===== src/hdl/lct_pkg.sv =====
// Purpose: constants for the panel timing generator
// Assumes: 32-bit apb, 20 MHz ref_clk, word-aligned register offsets
// Notes: all counts are in pixel clocks or lines, except the pixel divider, which counts ref clocks
package lct_pkg;
    localparam int unsigned CNT_W = 10;
    localparam int unsigned CMP_W = 12;
    localparam int unsigned COL_W = 6;
    localparam int unsigned DIV_W = 8;
    localparam int unsigned DUTY_W = 8;
    localparam int unsigned ADDR_W = 8;
    localparam logic [CNT_W-1:0] MAX_ACTIVE = 10'h200;

    // register byte offsets
    localparam logic [ADDR_W-1:0] OFS_CTRL = 8'h00;
    localparam logic [ADDR_W-1:0] OFS_PCLK_DIV = 8'h04;
    localparam logic [ADDR_W-1:0] OFS_LSYNC_START = 8'h08;
    localparam logic [ADDR_W-1:0] OFS_LSYNC_STOP = 8'h0c;
    localparam logic [ADDR_W-1:0] OFS_FSYNC_START = 8'h10;
    localparam logic [ADDR_W-1:0] OFS_FSYNC_STOP = 8'h14;
    localparam logic [ADDR_W-1:0] OFS_LINE_TOTAL = 8'h18;
    localparam logic [ADDR_W-1:0] OFS_FRAME_TOTAL = 8'h1c;
    localparam logic [ADDR_W-1:0] OFS_ACT_START_CLK = 8'h20;
    localparam logic [ADDR_W-1:0] OFS_ACT_START_LIN = 8'h24;
    localparam logic [ADDR_W-1:0] OFS_ACT_WIDTH = 8'h28;
    localparam logic [ADDR_W-1:0] OFS_ACT_HEIGHT = 8'h2c;
    localparam logic [ADDR_W-1:0] OFS_BACKLIGHT = 8'h30;
    localparam logic [ADDR_W-1:0] OFS_STATUS = 8'h34;

    // control register fields
    localparam int unsigned CTRL_RUN = 0;
    localparam int unsigned CTRL_EDGE = 1;
    localparam int unsigned CTRL_SPREAD = 2;
    localparam int unsigned CTRL_POWER = 3;
    localparam int unsigned CTRL_REVERSE = 4;
    localparam int unsigned CTRL_SWAP_RB = 5;
    localparam int unsigned CTRL_W = 6;
    localparam int unsigned STAT_V_LSB = 16;

    // reset values
    localparam logic [CTRL_W-1:0] RST_CTRL = 6'h00;
    localparam logic [DIV_W-1:0] RST_PCLK_DIV = 8'h03;
    localparam logic [CNT_W-1:0] RST_LSYNC_START = 10'h000;
    localparam logic [CNT_W-1:0] RST_LSYNC_STOP = 10'h00a;
    localparam logic [CNT_W-1:0] RST_FSYNC_START = 10'h000;
    localparam logic [CNT_W-1:0] RST_FSYNC_STOP = 10'h002;
    localparam logic [CNT_W-1:0] RST_LINE_TOTAL = 10'h198;
    localparam logic [CNT_W-1:0] RST_FRAME_TOTAL = 10'h107;
    localparam logic [CNT_W-1:0] RST_ACT_START_CLK = 10'h044;
    localparam logic [CNT_W-1:0] RST_ACT_START_LIN = 10'h012;
    localparam logic [CNT_W-1:0] RST_ACT_WIDTH = 10'h140;
    localparam logic [CNT_W-1:0] RST_ACT_HEIGHT = 10'h0f0;
    localparam logic [DUTY_W-1:0] RST_BACKLIGHT = 8'h80;
endpackage


===== src/hdl/lct_pwm.sv =====
// Purpose: free-running pwm for the backlight driver
// Assumes: duty is a level from the register file on the same clock
// Notes: duty of all ones gives a steady high output
`timescale 1ns/10ps
`default_nettype none
module lct_pwm #(
    parameter int unsigned WIDTH = 8
) (
    input wire logic clk,
    input wire logic arst_n,
    input wire logic [WIDTH-1:0] duty,
    output var logic pwm_q
);
    logic [WIDTH-1:0] count_q;

    always_ff @(posedge clk or negedge arst_n) begin
        if (!arst_n) begin
            count_q <= '0;
        end else begin
            count_q <= count_q + 1'b1;
        end
    end

    // full-scale duty kept high so brightness reaches its top
    always_ff @(posedge clk or negedge arst_n) begin
        if (!arst_n) begin
            pwm_q <= 1'b0;
        end else begin
            pwm_q <= (duty == '1) || (count_q < duty);
        end
    end
endmodule
`default_nettype wire


===== src/hdl/lct_timing_top.sv =====
// Purpose: panel timing generator with apb registers, pixel clock, syncs and rgb out
// Assumes: pixel colour arrives from same-clock logic less than one pixel period after its coordinate
// Notes: no frame buffer; colour is requested per pixel and staged into the output flops
`timescale 1ns/10ps
`default_nettype none
// Contract
// - active area registers accept up to 512 pixels wide and 512 lines tall.
// - origin is upper left; x grows rightward, y downward, scanned in that order.
// - colour leaves as three parallel 6-bit fields, one value per pixel clock.
// - colour bits can be reordered across output pins by configuration.
// - pixel clock frequency is set by a programmable divider.
// - outputs launch on rising or falling pixel clock edge per edge select.
// - frame sync marks frame start, line sync marks line start.
// - line sync starts and stops at programmable pixel clock positions.
// - frame sync starts and stops at programmable line positions.
// - line total clocks and frame total lines are programmable.
// - lines and frames carry blanking around the active region.
// - active region begins programmable clocks and lines after sync start.
// - data enable is high exactly while active colour is driven with spreading off; spread green and blue lag it by one and two ref clocks.
// - data enable derives from the same sync and total settings.
// - with spreading on, colour fields change on staggered ref clock edges.
// - spreading works with either pixel clock edge selection.
// - panel power enable is a host-set general purpose output.
// - a pwm output sets backlight brightness.
module lct_timing_top
    import lct_pkg::*;
(
    input wire logic ref_clk,
    input wire logic arst_n,
    input wire logic psel,
    input wire logic penable,
    input wire logic pwrite,
    input wire logic [ADDR_W-1:0] paddr,
    input wire logic [31:0] pwdata,
    output var logic [31:0] prdata,
    output var logic pready,
    output var logic pslverr,
    input wire logic [COL_W-1:0] pixel_red,
    input wire logic [COL_W-1:0] pixel_green,
    input wire logic [COL_W-1:0] pixel_blue,
    output var logic [CNT_W-1:0] pixel_x,
    output var logic [CNT_W-1:0] pixel_y,
    output var logic pixel_valid,
    output var logic lcd_pclk,
    output var logic lcd_line_sync_n,
    output var logic lcd_frame_sync_n,
    output var logic lcd_de,
    output var logic [COL_W-1:0] lcd_red,
    output var logic [COL_W-1:0] lcd_green,
    output var logic [COL_W-1:0] lcd_blue,
    output var logic panel_power_enable,
    output var logic backlight_pwm
);
    logic [CTRL_W-1:0] ctrl_q;
    logic [DIV_W-1:0] pclk_div_q;

    logic [CNT_W-1:0] line_sync_start_q, line_sync_stop_q;
    logic [CNT_W-1:0] frame_sync_start_q, frame_sync_stop_q;

    logic [CNT_W-1:0] line_total_clocks_q, frame_total_lines_q;

    logic [CNT_W-1:0] active_start_clocks_q, active_start_lines_q;
    logic [CNT_W-1:0] act_width_q, act_height_q;

    logic [DUTY_W-1:0] backlight_q;

    logic [31:0] prdata_q;
    logic pready_q, pslverr_q;
    logic setup, wr_en, addr_ok;
    logic [31:0] rd_word;

    logic [DIV_W-1:0] div_cnt_q;
    logic pclk_q, tick, tick_d1_q, tick_d2_q, run;

    logic [CNT_W-1:0] h_q, v_q, h_nx, v_nx;
    logic h_last, v_last;

    logic [CMP_W-1:0] h_act_lo, h_act_hi, v_act_lo, v_act_hi;
    logic in_act_nx;

    logic [CNT_W-1:0] x_q, y_q;
    logic valid_q, de_q, lsync_n_q, fsync_n_q;

    logic [COL_W-1:0] sw_r, sw_g, sw_b;
    logic [COL_W-1:0] red_q, green_q, blue_q, hold_g_q, hold_b_q;

    logic [CNT_W-1:0] wr_cnt;

    function automatic logic [COL_W-1:0] rev6(input logic [COL_W-1:0] c);
        return {<<{c}};
    endfunction

    // apb: setup cycle loads the answer, pready rises in the first access cycle
    assign setup = psel && !penable && !pready_q;
    assign wr_en = psel && penable && pready_q && pwrite && !pslverr_q;

    assign wr_cnt = pwdata[CNT_W-1:0];

    always_comb begin
        addr_ok = 1'b1;
        rd_word = '0;
        unique case (paddr)
            OFS_CTRL: rd_word[CTRL_W-1:0] = ctrl_q;
            OFS_PCLK_DIV: rd_word[DIV_W-1:0] = pclk_div_q;
            OFS_LSYNC_START: rd_word[CNT_W-1:0] = line_sync_start_q;
            OFS_LSYNC_STOP: rd_word[CNT_W-1:0] = line_sync_stop_q;
            OFS_FSYNC_START: rd_word[CNT_W-1:0] = frame_sync_start_q;
            OFS_FSYNC_STOP: rd_word[CNT_W-1:0] = frame_sync_stop_q;
            OFS_LINE_TOTAL: rd_word[CNT_W-1:0] = line_total_clocks_q;
            OFS_FRAME_TOTAL: rd_word[CNT_W-1:0] = frame_total_lines_q;
            OFS_ACT_START_CLK: rd_word[CNT_W-1:0] = active_start_clocks_q;
            OFS_ACT_START_LIN: rd_word[CNT_W-1:0] = active_start_lines_q;
            OFS_ACT_WIDTH: rd_word[CNT_W-1:0] = act_width_q;
            OFS_ACT_HEIGHT: rd_word[CNT_W-1:0] = act_height_q;
            OFS_BACKLIGHT: rd_word[DUTY_W-1:0] = backlight_q;
            OFS_STATUS: begin
                rd_word[CNT_W-1:0] = h_q;
                rd_word[STAT_V_LSB +: CNT_W] = v_q;
            end
            default: addr_ok = 1'b0;
        endcase
    end

    always_ff @(posedge ref_clk or negedge arst_n) begin
        if (!arst_n) begin
            pready_q <= 1'b0;
            pslverr_q <= 1'b0;
            prdata_q <= '0;
        end else begin
            pready_q <= setup;
            if (setup) begin
                pslverr_q <= !addr_ok;
                prdata_q <= (pwrite || !addr_ok) ? 32'h0000_0000 : rd_word;
            end else if (pready_q) begin
                pslverr_q <= 1'b0;
            end
        end
    end

    always_ff @(posedge ref_clk or negedge arst_n) begin
        if (!arst_n) begin
            ctrl_q <= RST_CTRL;
            pclk_div_q <= RST_PCLK_DIV;
            line_sync_start_q <= RST_LSYNC_START;
            line_sync_stop_q <= RST_LSYNC_STOP;
            frame_sync_start_q <= RST_FSYNC_START;
            frame_sync_stop_q <= RST_FSYNC_STOP;
            line_total_clocks_q <= RST_LINE_TOTAL;
            frame_total_lines_q <= RST_FRAME_TOTAL;
            active_start_clocks_q <= RST_ACT_START_CLK;
            active_start_lines_q <= RST_ACT_START_LIN;
            act_width_q <= RST_ACT_WIDTH;
            act_height_q <= RST_ACT_HEIGHT;
            backlight_q <= RST_BACKLIGHT;
        end else if (wr_en) begin
            unique case (paddr)
                OFS_CTRL: ctrl_q <= pwdata[CTRL_W-1:0];
                OFS_PCLK_DIV: pclk_div_q <= pwdata[DIV_W-1:0];
                OFS_LSYNC_START: line_sync_start_q <= wr_cnt;
                OFS_LSYNC_STOP: line_sync_stop_q <= wr_cnt;
                OFS_FSYNC_START: frame_sync_start_q <= wr_cnt;
                OFS_FSYNC_STOP: frame_sync_stop_q <= wr_cnt;
                OFS_LINE_TOTAL: line_total_clocks_q <= wr_cnt;
                OFS_FRAME_TOTAL: frame_total_lines_q <= wr_cnt;
                OFS_ACT_START_CLK: active_start_clocks_q <= wr_cnt;
                OFS_ACT_START_LIN: active_start_lines_q <= wr_cnt;
                // larger sizes are clipped to the supported maximum
                OFS_ACT_WIDTH: act_width_q <= (wr_cnt > MAX_ACTIVE) ? MAX_ACTIVE : wr_cnt;
                OFS_ACT_HEIGHT: act_height_q <= (wr_cnt > MAX_ACTIVE) ? MAX_ACTIVE : wr_cnt;
                OFS_BACKLIGHT: backlight_q <= pwdata[DUTY_W-1:0];
                default: ;
            endcase
        end
    end

    assign run = ctrl_q[CTRL_RUN];

    // pixel clock: half period is div+1 ref clocks
    always_ff @(posedge ref_clk or negedge arst_n) begin
        if (!arst_n) begin
            div_cnt_q <= '0;
            pclk_q <= 1'b0;
        end else if (!run) begin
            div_cnt_q <= '0;
            pclk_q <= 1'b0;
        end else if (div_cnt_q >= pclk_div_q) begin
            div_cnt_q <= '0;
            pclk_q <= !pclk_q;
        end else begin
            div_cnt_q <= div_cnt_q + 1'b1;
        end
    end

    // launch edge: rising when edge select is 0, falling when 1; panel samples
    // half a pixel period later, so setup and hold are both half a period
    assign tick = run && (div_cnt_q >= pclk_div_q) && (pclk_q == ctrl_q[CTRL_EDGE]);

    always_ff @(posedge ref_clk or negedge arst_n) begin
        if (!arst_n) begin
            tick_d1_q <= 1'b0;
            tick_d2_q <= 1'b0;
        end else begin
            tick_d1_q <= tick;
            tick_d2_q <= tick_d1_q;
        end
    end

    // scan counters
    assign h_last = (h_q >= line_total_clocks_q - 1'b1);
    assign v_last = (v_q >= frame_total_lines_q - 1'b1);

    assign h_nx = h_last ? '0 : h_q + 1'b1;
    assign v_nx = !h_last ? v_q : (v_last ? '0 : v_q + 1'b1);

    always_ff @(posedge ref_clk or negedge arst_n) begin
        if (!arst_n) begin
            h_q <= '0;
            v_q <= '0;
        end else if (!run) begin
            h_q <= '0;
            v_q <= '0;
        end else if (tick) begin
            h_q <= h_nx;
            v_q <= v_nx;
        end
    end

    // active window measured from sync start, widened to avoid wrap
    assign h_act_lo = CMP_W'(line_sync_start_q) + CMP_W'(active_start_clocks_q);
    assign h_act_hi = h_act_lo + CMP_W'(act_width_q);
    assign v_act_lo = CMP_W'(frame_sync_start_q) + CMP_W'(active_start_lines_q);
    assign v_act_hi = v_act_lo + CMP_W'(act_height_q);

    assign in_act_nx = (CMP_W'(h_nx) >= h_act_lo) && (CMP_W'(h_nx) < h_act_hi)
                    && (CMP_W'(v_nx) >= v_act_lo) && (CMP_W'(v_nx) < v_act_hi);

    // coordinate request runs one pixel ahead of the panel outputs
    always_ff @(posedge ref_clk or negedge arst_n) begin
        if (!arst_n) begin
            x_q <= '0;
            y_q <= '0;
            valid_q <= 1'b0;
        end else if (!run) begin
            x_q <= '0;
            y_q <= '0;
            valid_q <= 1'b0;
        end else if (tick) begin
            x_q <= CNT_W'(CMP_W'(h_nx) - h_act_lo);
            y_q <= CNT_W'(CMP_W'(v_nx) - v_act_lo);
            valid_q <= in_act_nx;
        end
    end

    // syncs and data enable all follow the counters held in h_q and v_q
    always_ff @(posedge ref_clk or negedge arst_n) begin
        if (!arst_n) begin
            lsync_n_q <= 1'b1;
            fsync_n_q <= 1'b1;
            de_q <= 1'b0;
        end else if (!run) begin
            lsync_n_q <= 1'b1;
            fsync_n_q <= 1'b1;
            de_q <= 1'b0;
        end else if (tick) begin
            lsync_n_q <= !((h_q >= line_sync_start_q) && (h_q < line_sync_stop_q));
            fsync_n_q <= !((v_q >= frame_sync_start_q) && (v_q < frame_sync_stop_q));
            de_q <= valid_q;
        end
    end

    // pin reordering: optional red/blue swap, then bit reversal per field
    always_comb begin
        sw_r = ctrl_q[CTRL_SWAP_RB] ? pixel_blue : pixel_red;
        sw_g = pixel_green;
        sw_b = ctrl_q[CTRL_SWAP_RB] ? pixel_red : pixel_blue;
        if (ctrl_q[CTRL_REVERSE]) begin
            sw_r = rev6(sw_r);
            sw_g = rev6(sw_g);
            sw_b = rev6(sw_b);
        end
    end

    // spreading delays green by one and blue by two ref clocks; needs a half
    // period of at least three ref clocks to settle before the sample edge
    always_ff @(posedge ref_clk or negedge arst_n) begin
        if (!arst_n) begin
            red_q <= '0;
            green_q <= '0;
            blue_q <= '0;
            hold_g_q <= '0;
            hold_b_q <= '0;
        end else if (!run) begin
            red_q <= '0;
            green_q <= '0;
            blue_q <= '0;
            hold_g_q <= '0;
            hold_b_q <= '0;
        end else begin
            if (tick) begin
                red_q <= valid_q ? sw_r : '0;
                hold_g_q <= valid_q ? sw_g : '0;
                hold_b_q <= valid_q ? sw_b : '0;
            end
            if (ctrl_q[CTRL_SPREAD]) begin
                if (tick_d1_q) begin
                    green_q <= hold_g_q;
                end
                if (tick_d2_q) begin
                    blue_q <= hold_b_q;
                end
            end else if (tick) begin
                green_q <= valid_q ? sw_g : '0;
                blue_q <= valid_q ? sw_b : '0;
            end
        end
    end

    lct_pwm #(
        .WIDTH(DUTY_W)
    ) u_backlight (
        .clk(ref_clk),
        .arst_n(arst_n),
        .duty(backlight_q),
        .pwm_q(backlight_pwm)
    );

    assign prdata = prdata_q;
    assign pready = pready_q;
    assign pslverr = pslverr_q;

    assign pixel_x = x_q;
    assign pixel_y = y_q;
    assign pixel_valid = valid_q;

    assign lcd_pclk = pclk_q;
    assign lcd_line_sync_n = lsync_n_q;
    assign lcd_frame_sync_n = fsync_n_q;
    assign lcd_de = de_q;
    assign lcd_red = red_q;
    assign lcd_green = green_q;
    assign lcd_blue = blue_q;

    assign panel_power_enable = ctrl_q[CTRL_POWER];
endmodule
`default_nettype wire


===== config.mk =====
export PLATFORM = sky130hd
export DESIGN_NAME = lct_timing_top
export DESIGN_NICKNAME = d
export VERILOG_FILES = /design/src/hdl/lct_pkg.sv /design/src/hdl/lct_pwm.sv /design/src/hdl/lct_timing_top.sv
export SDC_FILE = /design/constraint.sdc
export NUM_CORES = 1
export LEC_CHECK = 0
export ABC_CLOCK_PERIOD_IN_PS = 9900
export BUFFER_PORTS_ARGS = -buffer_cell sky130_fd_sc_hd__clkbuf_2
export CAP_MARGIN = 20
export CORE_ASPECT_RATIO = 0.5
export CORE_UTILIZATION = 55
export DETAILED_ROUTE_END_ITERATION = 7
export GPL_ROUTABILITY_DRIVEN = 0
export PLACE_DENSITY_LB_ADDON = 0.08
export REMOVE_ABC_BUFFERS = 1
export SYNTH_ARGS = -nofsm -noshare
export SYNTH_HDL_FRONTEND = slang
export SYNTH_HIERARCHICAL = 1
export SYNTH_SLANG_ARGS = --single-unit

===== constraint.sdc =====
create_clock -name ref_clk -period 9.9 [get_ports ref_clk]
set_input_delay 0 -clock ref_clk [delete_from_list [all_inputs] [get_ports ref_clk]]
set_output_delay 0 -clock ref_clk [all_outputs]
set_load 0.01 [all_outputs]

==> out/qor.yml <==
die_width_um: 242
layout_common_cells: "211 x dfrtp_1, 157 x ha_1, 136 x nand2_1"
clock.fmax_mhz: 186
worst_skew_pair.late_latency_ns: 0.57
slew_violations: 0
ys_seq_area_share_pct: 37.8
rsz0062_at_grt: "false"
wl_per_cell_um: 22.6
first_pass_iters: 7
ys_ff_latch: 238
cts_buffers: 24
status: "finished, final reports clean"
power_leakage_nw: 8.72
fin_worst_skew_ns: 0.0382
ys.flop_type: "dfrtp_1"
cpLargestDelayFamily: "compound AO/OA/AOI/OAI gates"
max-vdd-ir-drop_uv: 119
core.rowCount: 43
grt_start_max_net_pins: 124
grt.overflow.total: 0
slew-limit-headroom_pct: 24.0
fin_nets: 1938
crit_fanout: 16
initial_core_util_pct: 56.6
drc: 0
root_buffer: "clkbuf_16"
cts.sinks: 238
grtUsageTotal_pct: 32.4
num_io_pins: 142
antenna_left: 0
drt-total-wl_um: 47800
hold_violations: 0
synth.distinct_cells: 79
setup_viol: 0
syn-cell-area_um2: 15800
cp_slowest_cell: "a41oi_4"
cap_violations: 0
crit_arrival_ns: 5.76
hpwlAfterDp_um: 35500
ys_async_sr_fraction_pct: 100
antenna_found_initial: 0
cp_cell_sequence: "or3_1 -> nor2_1 -> nor4b_1 -> xnor2_1 -> ha_1 -> a21o_1 -> a211o_1 -> a41oi_4 -> nor2_4 -> mux2_2 -> ha_1 -> nor2b_1 -> o21a_1 -> o21ai_0 -> a21oi_1 -> o31ai_1 -> a21oi_1 -> xnor2_1 -> o21ai_0"
diodes: 0
fin_hold_ws_ns: 0.0333
drt_iter0_drc: 1130
die_h_um: 122
largest_reg_flops: 20
power.total_w: 0.00213
cts_setup_buffers: 0
min_path_type: "in -> reg"
dieArea_um2: 29500
path_clk_slew_ns: 0.07
io_buffer_count: 107
route.vias.total: 13200
slowest_delay_ns: 0.50
grt_pass1_wl_um: 73000
drive_gt1_share_pct: 20.2
finalCritPeriodShare_pct: 54.3
critical_path_class: "reg -> reg"
period_needed_ns: 5.38
worst_slew_pin_slew_ns: 1.13
core-area_um2: 28000
crit_buf_inv: 0
power.density_nw_per_um2: 119
avgSynthCellArea_um2: 9.93
grt_pass1_vias: 12800
area_delta_synth_final_pct: 12.8
fillers: 2301
vias_per_cell: 6.24
htree_levels: 1
worstPathRequired_ns: 10.29
cts_tree: "done"
ys_warn_count: 6
clk_path_buf_depth: 3
syn_inst: 1595
synth_edf_count: 0
setup_tns_ns: 0
worst_setup_path_end_kind: "register"
cp-start-kind: "register"
layout_commonest_cell: "dfrtp_1"
## path summary, 6_finish.rpt
kind,from,to,slack (ns),cells past startpoint
max in group asynchronous,arst_n,lcd_red[2]$_DFFE_PN0P_,8.45,3
max reg2reg,line_total_clocks_q[2]$_DFFE_PN0P_,pixel_y[9]$_DFFE_PN0P_,4.52,19
min in group asynchronous,arst_n,lcd_red[4]$_DFFE_PN0P_,0.08,2
min,pwrite,prdata[1]$_DFFE_PN0P_,0.03,4
max,line_total_clocks_q[2]$_DFFE_PN0P_,pixel_y[9]$_DFFE_PN0P_,4.52,19
min reg2reg,tick_d1_q$_DFF_PN0_,tick_d2_q$_DFF_PN0_,0.38,0
## worst min-delay path, cell delays in order
cell and delay [ns]:
clkbuf_2 0.09, nor2_1 0.04, buf_4 0.18, a32o_1 0.25
## power breakdown
| group | switching (W) | internal [W] | leakage, nW | total [W] |
|---|---|---|---|---|
| Combinational | 0.0000629 | 0.0000273 | 5.07 | 0.0000903 |
| Clock | 0.000418 | 0.000641 | 0.438 | 0.00106 |
| Sequential | 0.00000248 | 0.000975 | 3.21 | 0.000977 |
## repair_timing
item | in CTS | in global routing
gates resized for setup | 0 | 0
hold endpoints to repair | 128 | 0
hold buffers | 18 | 0
## Yosys cell counts (all sizes together) (16+ instances only)
master	instances	area, um^2
dfrtp	212	5310
ha	157	1960
nand2	136	510
mux2	112	1260
o21ai	112	572
inv	103	387
nor2	91	364
nand3	62	315
a21oi	59	299
xnor2	47	412
buf	42	249
xor2	42	368
a21o	37	278
a22oi	35	263
clkbuf	28	105
dfstp	26	683
a22o	24	210
nand4	20	125
and3	19	121
a221oi	18	158
nor3	18	106
nand2b	16	100
## per-layer routing
layer  vias up  wire, um  global-route usage [%]
met4         2      1610                    10.4
li1       6019         -                       -
met2       610     19800                    48.3
met5         -        50                    1.31
met1      6419     21600                    45.5
met3       127      4690                    8.86
## cell families (layout without fill, tap and decap cells)
logic type	count (synthesis)	in the layout	synth area share, %
simple gates	409	409	12.5
xor+xnor	89	89	4.92
buf+inv	173	296	4.68
other cells	1	12	0.0237
flops	238	238	37.8
compound gates	391	391	16.8
fa+ha+maj	163	163	13.2
mux	131	131	10.1
## layout make-up
cell class | count | area (um^2) | share of cell area (%)
Timing Repair Buffer | 150 | 941 | 5.27
Inverter | 103 | 387 | 2.16
Clock inverter | 12 | 230 | 1.29
Clock buffer | 31 | 677 | 3.79
Multi-Input combinational cell | 1195 | 9160 | 51.3
Tap cell | 382 | 478 | 2.68
Sequential cell | 238 | 5990 | 33.5
## through the flow
| stage | utilization, % | area, um^2 | cells | setup slack, ns |
|---|---|---|---|---|
| after floorplan | - | 15500 | 1536 | 5.24 |
| after global placement | 59.8 | 16700 | 2048 | 4.68 |
| after detailed placement | 59.8 | 16700 | 2048 | 4.60 |
| after CTS | 63.7 | 17800 | 2109 | 4.57 |
| after global routing | 63.8 | 17900 | 2111 | 4.05 |
| final | 63.8 | 17900 | 2111 | 4.52 |
Note: power is estimated with default switching activity, not from simulation.
